===== src/logic/vdrs_pkg.sv =====
package vdrs_pkg;

  // ---------------------------------------------------------------
  // register map (serial register numbers)
  // ---------------------------------------------------------------
  localparam logic [3:0] ADDR_SLOW_RETRACT_LEVEL = 4'h2;
  localparam logic [3:0] ADDR_PARK_STEP_DURATIONS = 4'h3;
  localparam logic [3:0] ADDR_CMD_LOW_GAIN = 4'h7;
  localparam logic [3:0] ADDR_CMD_HIGH_GAIN = 4'h8;

  // ---------------------------------------------------------------
  // field layout
  // ---------------------------------------------------------------
  localparam int LEVEL_LSB = 0;
  localparam int LEVEL_W = 3;
  localparam int BRAKE_LSB = 0;
  localparam int BRAKE_W = 3;
  localparam int SLOW_LSB = 3;
  localparam int SLOW_W = 6;
  localparam int FULL_LSB = 9;
  localparam int FULL_W = 3;
  localparam int DATA_W = 12;

  // step length multipliers, in back-emf periods
  localparam int BRAKE_MULT = 2;
  localparam int SLOW_MULT = 1;
  localparam int FULL_MULT = 32;
  localparam int CNT_W = 9;

  // neg terminal ramp: 250 mV is two 125 mV level codes
  localparam logic [3:0] RAMP_STEP = 4'h2;
  localparam logic [3:0] FULL_LEVEL = 4'hf;

  // converter: 0x000 maps to mid scale, high gain uses 4x step
  localparam logic [13:0] DAC_MID = 14'h2000;
  localparam int HIGH_GAIN_SHIFT = 2;

  // ---------------------------------------------------------------
  // types
  // ---------------------------------------------------------------
  typedef enum logic [4:0] {
    VDRS_IDLE  = 5'b00001,
    VDRS_BRAKE = 5'b00010,
    VDRS_SLOW  = 5'b00100,
    VDRS_FULL  = 5'b01000,
    VDRS_SHORT = 5'b10000
  } vdrs_state_t;

  typedef struct packed {
    logic n_minus_on;
    logic n_plus_on;
    logic p_minus_on;
    logic p_plus_on;
    logic retract_pmos_on;
  } vdrs_bridge_t;

  typedef struct packed {
    logic       we;
    logic [3:0] addr;
    logic [11:0] data;
  } vdrs_wr_t;

endpackage


===== src/logic/vdrs_top.sv =====
`timescale 1ns/100ps
// Functional notes
// - signed 12-bit code drives linear converter
// - low gain: 125 uV step around mid
// - high gain: fourfold step around mid
// - park launched by command, powerdown, thermal
// - no park start while actuator sleep set
// - steps brake, slow, full in order
// - spindle isolation open during whole sequence
// - powerdown park holds reset output low
// - brake: both low sides on, highs off
// - slow: neg low side off, pmos sources
// - 3-bit level, 125 mV steps
// - ramp neg terminal up in 250 mV
// - sequencer timed by phase A back-emf
// - brake lasts N*2+1 periods, zero none
// - slow lasts N+1 periods, zero none
// - full lasts N*32+1 periods, zero none
// - powerdown park ends with spindle short
// - overtemperature forces park, spindle off
// - supply low drops reset, parks, resets logic
module vdrs_top #(
  parameter int DATA_W = vdrs_pkg::DATA_W
) (
  input  wire logic             i_sys_clk,
  input  wire logic             i_arst_n,
  input  wire vdrs_pkg::vdrs_wr_t i_wr,
  input  wire logic             i_park_cmd,
  input  wire logic             i_supply_low,
  input  wire logic             i_over_temp,
  input  wire logic             i_actuator_sleep,
  input  wire logic             i_spindle_phase_a,
  output logic [13:0]           o_actuator_command_voltage,
  output logic                  o_cmd_written,
  output vdrs_pkg::vdrs_bridge_t o_bridge,
  output logic [3:0]            o_neg_terminal_level,
  output logic                  o_spindle_isolation_open,
  output logic                  o_spindle_disable,
  output logic                  o_spindle_short,
  output logic                  o_power_on_reset_n,
  output logic                  o_park_busy
);

  // ------------------------------------------------------------
  // declarations
  // ------------------------------------------------------------
  vdrs_pkg::vdrs_state_t state;
  vdrs_pkg::vdrs_state_t next_state;
  logic [DATA_W-1:0]     slow_retract_level;
  logic [DATA_W-1:0]     park_step_durations;
  logic [13:0]           dac_code;
  logic [vdrs_pkg::CNT_W-1:0] step_cnt;
  logic [vdrs_pkg::CNT_W-1:0] next_len;
  logic [3:0]            ramp_level;
  logic                  bemf_edge;
  logic                  sup_low_s;
  logic                  temp_s;
  logic                  pd_park;
  logic                  start;
  logic                  step_done;
  logic [2:0]            sup_sync;
  logic [2:0]            temp_sync;

  // count loaded for a step, one period short of its length, zero code means skip
  function automatic logic [vdrs_pkg::CNT_W-1:0] step_len(
    input vdrs_pkg::vdrs_state_t st,
    input logic [DATA_W-1:0] durs
  );
    logic [vdrs_pkg::CNT_W-1:0] n;
    n = '0;
    unique case (st)
      vdrs_pkg::VDRS_BRAKE:
        n = vdrs_pkg::CNT_W'(durs[vdrs_pkg::BRAKE_LSB +: vdrs_pkg::BRAKE_W]
            * vdrs_pkg::BRAKE_MULT);
      vdrs_pkg::VDRS_SLOW:
        n = vdrs_pkg::CNT_W'(durs[vdrs_pkg::SLOW_LSB +: vdrs_pkg::SLOW_W]
            * vdrs_pkg::SLOW_MULT);
      vdrs_pkg::VDRS_FULL:
        n = vdrs_pkg::CNT_W'(durs[vdrs_pkg::FULL_LSB +: vdrs_pkg::FULL_W]
            * vdrs_pkg::FULL_MULT);
      default:
        n = '0;
    endcase
    return n;
  endfunction

  // step after st, skipping zero-length steps
  function automatic vdrs_pkg::vdrs_state_t after(
    input vdrs_pkg::vdrs_state_t st,
    input logic [DATA_W-1:0] durs,
    input logic pd
  );
    vdrs_pkg::vdrs_state_t r;
    r = vdrs_pkg::VDRS_IDLE;
    if (st == vdrs_pkg::VDRS_IDLE &&
        step_len(vdrs_pkg::VDRS_BRAKE, durs) != '0) begin
      r = vdrs_pkg::VDRS_BRAKE;
    end else if ((st == vdrs_pkg::VDRS_IDLE || st == vdrs_pkg::VDRS_BRAKE)
                 && step_len(vdrs_pkg::VDRS_SLOW, durs) != '0) begin
      r = vdrs_pkg::VDRS_SLOW;
    end else if (st != vdrs_pkg::VDRS_FULL &&
                 step_len(vdrs_pkg::VDRS_FULL, durs) != '0) begin
      r = vdrs_pkg::VDRS_FULL;
    end else if (pd) begin
      r = vdrs_pkg::VDRS_SHORT;
    end
    return r;
  endfunction

  // ------------------------------------------------------------
  // pin synchronisers
  // ------------------------------------------------------------
  vdrs_edge_sync u_bemf (
    .i_sys_clk (i_sys_clk),
    .i_arst_n  (i_arst_n),
    .i_pin     (i_spindle_phase_a),
    .o_rise    (bemf_edge)
  );

  // supply and thermal flags come from analog comparators
  always_ff @(posedge i_sys_clk or negedge i_arst_n) begin
    if (!i_arst_n) begin
      sup_sync  <= '0;
      temp_sync <= '0;
    end else begin
      sup_sync  <= {sup_sync[1:0], i_supply_low};
      temp_sync <= {temp_sync[1:0], i_over_temp};
    end
  end

  // level taken only when the two late stages agree
  always_ff @(posedge i_sys_clk or negedge i_arst_n) begin
    if (!i_arst_n) begin
      sup_low_s <= 1'b0;
      temp_s    <= 1'b0;
    end else begin
      if (sup_sync[1] == sup_sync[2]) begin
        sup_low_s <= sup_sync[2];
      end
      if (temp_sync[1] == temp_sync[2]) begin
        temp_s <= temp_sync[2];
      end
    end
  end

  // ------------------------------------------------------------
  // registers, write only; logic in reset while supply low
  // ------------------------------------------------------------
  always_ff @(posedge i_sys_clk or negedge i_arst_n) begin
    if (!i_arst_n) begin
      slow_retract_level  <= '0;
      park_step_durations <= '0;
    end else if (i_wr.we && o_power_on_reset_n) begin
      if (i_wr.addr == vdrs_pkg::ADDR_SLOW_RETRACT_LEVEL) begin
        slow_retract_level <= i_wr.data;
      end
      if (i_wr.addr == vdrs_pkg::ADDR_PARK_STEP_DURATIONS) begin
        park_step_durations <= i_wr.data;
      end
    end
  end

  // converter code: sign-extended, scaled, offset to mid scale.
  // reset loads mid scale, the same value a written code of 0x000 gives
  always_ff @(posedge i_sys_clk or negedge i_arst_n) begin
    if (!i_arst_n) begin
      dac_code      <= vdrs_pkg::DAC_MID;
      o_cmd_written <= 1'b0;
    end else if (i_wr.we && o_power_on_reset_n) begin
      if (i_wr.addr == vdrs_pkg::ADDR_CMD_LOW_GAIN) begin
        dac_code <= vdrs_pkg::DAC_MID
                  + {{2{i_wr.data[11]}}, i_wr.data};
        o_cmd_written <= 1'b1;
      end else if (i_wr.addr == vdrs_pkg::ADDR_CMD_HIGH_GAIN) begin
        dac_code <= vdrs_pkg::DAC_MID
                  + ({{2{i_wr.data[11]}}, i_wr.data}
                     << vdrs_pkg::HIGH_GAIN_SHIFT);
        o_cmd_written <= 1'b1;
      end
    end
  end

  assign o_actuator_command_voltage = dac_code;

  // ------------------------------------------------------------
  // park sequencer
  // ------------------------------------------------------------
  assign start = (state == vdrs_pkg::VDRS_IDLE) && !i_actuator_sleep
               && (i_park_cmd || sup_low_s || temp_s);
  assign step_done = bemf_edge && (step_cnt == '0);
  assign next_len  = step_len(next_state, park_step_durations);

  // next step is chosen as a step ends; the steps only move on
  // back-emf edges, so a stalled spindle freezes the sequencer
  always_comb begin
    next_state = state;
    unique case (state)
      vdrs_pkg::VDRS_IDLE: begin
        if (start) begin
          next_state = after(state, park_step_durations,
                             sup_low_s);
        end
      end
      vdrs_pkg::VDRS_BRAKE,
      vdrs_pkg::VDRS_SLOW,
      vdrs_pkg::VDRS_FULL: begin
        if (step_done) begin
          next_state = after(state, park_step_durations, pd_park);
        end
      end
      vdrs_pkg::VDRS_SHORT: begin
        if (!sup_low_s) begin
          next_state = vdrs_pkg::VDRS_IDLE;
        end
      end
      default: next_state = vdrs_pkg::VDRS_IDLE;
    endcase
  end

  always_ff @(posedge i_sys_clk or negedge i_arst_n) begin
    if (!i_arst_n) begin
      state <= vdrs_pkg::VDRS_IDLE;
    end else begin
      state <= next_state;
    end
  end

  // period counter reloaded on step entry; the extra period of
  // each step is the count down through zero
  always_ff @(posedge i_sys_clk or negedge i_arst_n) begin
    if (!i_arst_n) begin
      step_cnt <= '0;
    end else if (next_state != state) begin
      step_cnt <= next_len;
    end else if (bemf_edge && step_cnt != '0) begin
      step_cnt <= step_cnt - 1'b1;
    end
  end

  // remember a power-down launch until the sequence ends
  always_ff @(posedge i_sys_clk or negedge i_arst_n) begin
    if (!i_arst_n) begin
      pd_park <= 1'b0;
    end else if (state == vdrs_pkg::VDRS_IDLE) begin
      pd_park <= start && sup_low_s;
    end else if (sup_low_s) begin
      pd_park <= 1'b1;
    end
  end

  // neg terminal level: slow uses programmed code, full ramps up.
  // idle reloads the code too, so a skipped slow step never starts
  // the ramp from a level left over by an earlier sequence
  always_ff @(posedge i_sys_clk or negedge i_arst_n) begin
    if (!i_arst_n) begin
      ramp_level <= '0;
    end else if (state == vdrs_pkg::VDRS_IDLE ||
                 next_state == vdrs_pkg::VDRS_SLOW) begin
      ramp_level <= {1'b0, slow_retract_level[vdrs_pkg::LEVEL_LSB +:
                                              vdrs_pkg::LEVEL_W]};
    end else if (state == vdrs_pkg::VDRS_FULL && bemf_edge &&
                 ramp_level != vdrs_pkg::FULL_LEVEL) begin
      ramp_level <= (ramp_level > vdrs_pkg::FULL_LEVEL
                     - vdrs_pkg::RAMP_STEP) ? vdrs_pkg::FULL_LEVEL
                    : ramp_level + vdrs_pkg::RAMP_STEP;
    end
  end

  // ------------------------------------------------------------
  // power stage controls, registered
  // ------------------------------------------------------------
  always_ff @(posedge i_sys_clk or negedge i_arst_n) begin
    if (!i_arst_n) begin
      o_bridge                 <= '0;
      o_neg_terminal_level     <= '0;
      o_spindle_isolation_open <= 1'b0;
      o_spindle_short          <= 1'b0;
      o_park_busy              <= 1'b0;
    end else begin
      o_bridge <= '0;
      o_neg_terminal_level <= '0;
      unique case (next_state)
        vdrs_pkg::VDRS_BRAKE: begin
          o_bridge.n_minus_on <= 1'b1;
          o_bridge.n_plus_on  <= 1'b1;
        end
        vdrs_pkg::VDRS_SLOW: begin
          o_bridge.n_plus_on       <= 1'b1;
          o_bridge.retract_pmos_on <= 1'b1;
          o_neg_terminal_level     <= {1'b0, slow_retract_level[
            vdrs_pkg::LEVEL_LSB +: vdrs_pkg::LEVEL_W]};
        end
        vdrs_pkg::VDRS_FULL: begin
          o_bridge.n_plus_on       <= 1'b1;
          o_bridge.retract_pmos_on <= 1'b1;
          o_neg_terminal_level     <= ramp_level;
        end
        default: ;
      endcase
      o_spindle_isolation_open <= next_state != vdrs_pkg::VDRS_IDLE;
      o_spindle_short <= next_state == vdrs_pkg::VDRS_SHORT;
      o_park_busy <= next_state != vdrs_pkg::VDRS_IDLE;
    end
  end

  // supply loss drops the reset output at once; a power-down park
  // keeps it low until the sequence is over
  assign o_power_on_reset_n = !sup_low_s &&
                              !(pd_park &&
                                state != vdrs_pkg::VDRS_IDLE);
  assign o_spindle_disable = temp_s;

endmodule


===== src/logic/vdrs_edge_sync.sv =====
`timescale 1ns/100ps
// three-stage pin synchroniser; a rising edge counts once stages two and three
// agree on a new value
module vdrs_edge_sync (
  input  wire logic i_sys_clk,
  input  wire logic i_arst_n,
  input  wire logic i_pin,
  output logic      o_rise
);

  logic s1;
  logic s2;
  logic s3;
  logic held;

  // ------------------------------------------------------------
  // synchroniser chain
  // ------------------------------------------------------------
  always_ff @(posedge i_sys_clk or negedge i_arst_n) begin
    if (!i_arst_n) begin
      s1 <= 1'b0;
      s2 <= 1'b0;
      s3 <= 1'b0;
    end else begin
      s1 <= i_pin;
      s2 <= s1;
      s3 <= s2;
    end
  end

  // accepted level moves only when the last two stages agree
  always_ff @(posedge i_sys_clk or negedge i_arst_n) begin
    if (!i_arst_n) begin
      held <= 1'b0;
    end else if (s2 == s3) begin
      held <= s3;
    end
  end

  assign o_rise = (s2 == s3) && s3 && !held;

endmodule


===== config.mk =====
export PLATFORM = sky130hd
export DESIGN_NAME = vdrs_top
export DESIGN_NICKNAME = d
export VERILOG_FILES = /design/src/logic/vdrs_pkg.sv /design/src/logic/vdrs_top.sv /design/src/logic/vdrs_edge_sync.sv
export SDC_FILE = /design/constraint.sdc
export NUM_CORES = 1
export LEC_CHECK = 0
export BUFFER_PORTS_ARGS = -buffer_cell sky130_fd_sc_hd__buf_4
export CAP_MARGIN = 10
export CORE_AREA = 5 5 99 101
export DETAILED_ROUTE_END_ITERATION = 7
export DIE_AREA = 0 0 104 106
export PLACE_DENSITY = 0.7
export SYNTH_ARGS = -nofsm -noshare
export SYNTH_HDL_FRONTEND = slang
export SYNTH_HIERARCHICAL = 1
export SYNTH_SLANG_ARGS = --single-unit

===== constraint.sdc =====
create_clock -name i_sys_clk -period 1.86 [get_ports i_sys_clk]
set_input_delay 0.372 -clock i_sys_clk [delete_from_list [all_inputs] [get_ports i_sys_clk]]
set_output_delay 0.372 -clock i_sys_clk [all_outputs]
set_load 0.05 [all_outputs]

==> impl_metrics.env <==
export IMPL_arrival_ns=2.44
export IMPL_dp_cells=513
export IMPL_ys_seq_elements=70
export IMPL_clk_pin_slew_ns=0.07
export IMPL_fin_tns_setup_ns=-9.496
export IMPL_first_pass_iters=4
export IMPL_drt_wirelength_per_cell_microns=15.89
export IMPL_synth_yosys_seq_area_share_pct=51.41
export IMPL_grt_pass1_vias=2808
export IMPL_dpl_cell_area_sq_mm=0.004363
export IMPL_die_height_microns=106
export IMPL_setup_violations=53
export IMPL_dp_hpwl_mm=6.001
export IMPL_nNetsFinal=459
export IMPL_fin_crit_ns=2.179
export IMPL_core_area_sq_mm=0.008934
export IMPL_antenna_found_initial=0
export IMPL_cp_end_kind="flop"
export IMPL_cts_buffers=9
export IMPL_crit_type="reg -> reg"
export IMPL_fin_area_sq_mm=0.005017
export IMPL_postSynthCellCount=299
export IMPL_ir_drop_uv=960.3
export IMPL_synth_largest_area_cell="dfrtp_1"
export IMPL_gp_congestion=0.8940
export IMPL_syn_to_final_growth_pct=47.05
export IMPL_drive_gt1_share_pct=48.97
export IMPL_fin_skew_ns=0.01525
export IMPL_boundaryPins=53
export IMPL_die_area_sq_mm=0.01102
export IMPL_synthSimpleGateAreaFrac_pct=16.32
export IMPL_power_frac_comb_pct=56.8
export IMPL_cts_path_max_buffers=2
export IMPL_cts_sinks=70
export IMPL_crit_fanout=4
export IMPL_die_w_microns=104
export IMPL_avgSynthCellArea_sq_um=11.41
export IMPL_grt_start_max_net_pins=43
export IMPL_synthXorXnorAreaFrac_pct=2.310
export IMPL_grt_usage_pct=15.41
export IMPL_vias_per_cell=5.055
export IMPL_synth_top_family_by_area="simple AND/OR/NAND/NOR gates"
export IMPL_cts_root_buf="clkbuf_8"
export IMPL_h_tree_depth=3
export IMPL_yosysTopAreaCellShare_pct=49.87
export IMPL_netlist_area_sq_mm=0.003412
export IMPL_final_cells=546
export IMPL_p_seq_share_pct=26.9
export IMPL_regToRegSetupSlack_ns=-0.32
export IMPL_power_mw=8.979
export IMPL_synth_edff_count=0
export IMPL_critical_path_required_ns=2.12
export IMPL_insertion_delay_ns=0.34
export IMPL_violations="negative setup slack"
export IMPL_num_rows=35
export IMPL_synth_compound_area_share_pct=12.06
export IMPL_p_int_mw=5.273
export IMPL_cts_tree="yes"
export IMPL_start_util_pct=38.19
export IMPL_status="complete, but fails checks"
export IMPL_power_leakage_nw=2.429
export IMPL_grt_pass1_wl_mm=13.91
export IMPL_yosys_warnings=6
export IMPL_startpoint_type="flop"
export IMPL_fmax_ghz=0.4589
export IMPL_period_share_pct=117.2
export IMPL_hold_violations=0
export IMPL_final_common_cell="buf_4"
export IMPL_fin_ws_ns=-0.3193
export IMPL_overflow=0
export IMPL_synthMuxAreaShare_pct=12.36
export IMPL_diodes=0
export IMPL_ys_types=59
export IMPL_synth_area_leaders="dfrtp_1, mux2i_1, mux2_4"
export IMPL_hold_class="in -> reg"
export IMPL_synthArstFlopShare_pct=100.0
export IMPL_drt_iter0_markers=98
export IMPL_drcViolationCount=0
export IMPL_ant_nets=0
export IMPL_power_switching_mw=3.706
export IMPL_whs_path_depth=1
export IMPL_power_density_mw_per_mm2=1790
export IMPL_rsz0062_at_grt="yes"
export IMPL_wl_mm=8.674
export IMPL_maxCapViolCount=0
export IMPL_numPortBuffers=50
export IMPL_layout_common_cells="buf_4, dfrtp_1, nand2_1"
export IMPL_vias=2760
export IMPL_sw_frac_of_total_pct=41.28
export IMPL_drv_slew=0
export IMPL_rr_worst_depth=7
export IMPL_clockPowerShare_pct=16.3
export IMPL_synthFlopType="dfrtp_1"
export IMPL_synth_fa_ha_area_share_pct=2.054
[synth_stat cells (3+ instances only)]
cell / instances
mux2i_1: 20
nor2b_1: 4
mux2_4: 11
nand4_1: 6
a22o_1: 5
dfrtp_1: 68
xor2_1: 5
clkbuf_1: 5
nor3_1: 8
buf_4: 3
a21oi_1: 5
ha_1: 4
inv_1: 8
a22oi_1: 4
buf_6: 3
nand2b_1: 3
and2_1: 3
nand3_1: 8
nand2_1: 30
nor2_1: 19
xnor2_1: 4
mux2_2: 5
o21ai_0: 23
[timing repair]
item | 4_1_cts | 5_1_grt
buffers inserted | 5 | 8
gates cloned | 1 | 3
hold buffers | 1 | 0
hold endpoints to repair | 27 | 0
resized for setup | 26 | 50
setup endpoints to repair | 49 | 54
pin swaps | 5 | 17
[registers in the layout, summed over array words and instances, names as in the netlist, 4 cells and up]
register / flops
o_actuator_command_voltage: 14
park_step_durations: 12
step_cnt: 9
state: 5
o_neg_terminal_level: 4
ramp_level: 4
[routing by layer]
| metal | track usage, % | routed length, microns |
|---|---|---|
| met2 | 24.27 | 4236 |
| met3 | 4.129 | 413 |
| met4 | 5.643 | 197 |
| met1 | 20.41 | 3826 |
| met5 | 0 | 0 |
[cell families (layout without fill, tap and decap cells)]
family,count (synthesis),after routing
and+or+nand+nor,99,100
DFF,70,70
AOI/OAI and AO/OA,57,57
muxes,36,36
buffers and inverters,21,155
xor gates and xnor gates,9,9
adders and majority gates,6,6
other,1,2
[through the flow]
step	setup slack (ns)	hold slack, ns	utilization, %
after floorplan	-0.4631	0.07641	-
after global placement	-0.2524	0.3211	48.84
after detailed placement	-0.2876	0.3216	48.84
after CTS	-0.3089	0.1200	53.05
after global routing	-0.4468	0.1162	56.16
final	-0.3193	0.1355	56.16
[power groups by stage]
stage	Sequential [mW]	Combinational, mW	Clock (mW)
floorplan	3.07	1.95	0
global placement	2.38	4.26	0
detailed placement	2.40	4.32	0
CTS	2.38	4.60	1.49
global route	2.47	5.46	1.55
finish	2.42	5.10	1.46
[cell type report]
cell class / count / area, sq um
clock buffer: 9 / 123.9
multi-input combinational: 210 / 1754
tap: 111 / 138.9
timing repair buffer: 132 / 1100
clock inverter: 6 / 111.4
fill: 741 / 3916
inverter: 8 / 30.03
sequential: 70 / 1759
[critical path: stages, from the launching register on]
cell and delay [ns]:
dfstp_2 0.60, nor2b_2 0.06, o21a_4 0.24, a2111oi_4 0.36, o2bb2ai_2 0.09, nor4_2 0.31
buf_2 0.24, mux2i_1 0.19
[path summary, 6_finish.rpt]
check                             startpoint                             end
max reg2reg                         state[0]                     step_cnt[7]
min in group asynchronous           i_arst_n                     sup_sync[0]
min reg2reg                     temp_sync[0]                    temp_sync[1]
max in group asynchronous           i_arst_n  o_actuator_command_voltage[13]
max                                 state[0]                     step_cnt[7]
min                        i_spindle_phase_a                       u_bemf/s1
Note: power is estimated with default switching activity, not from simulation.
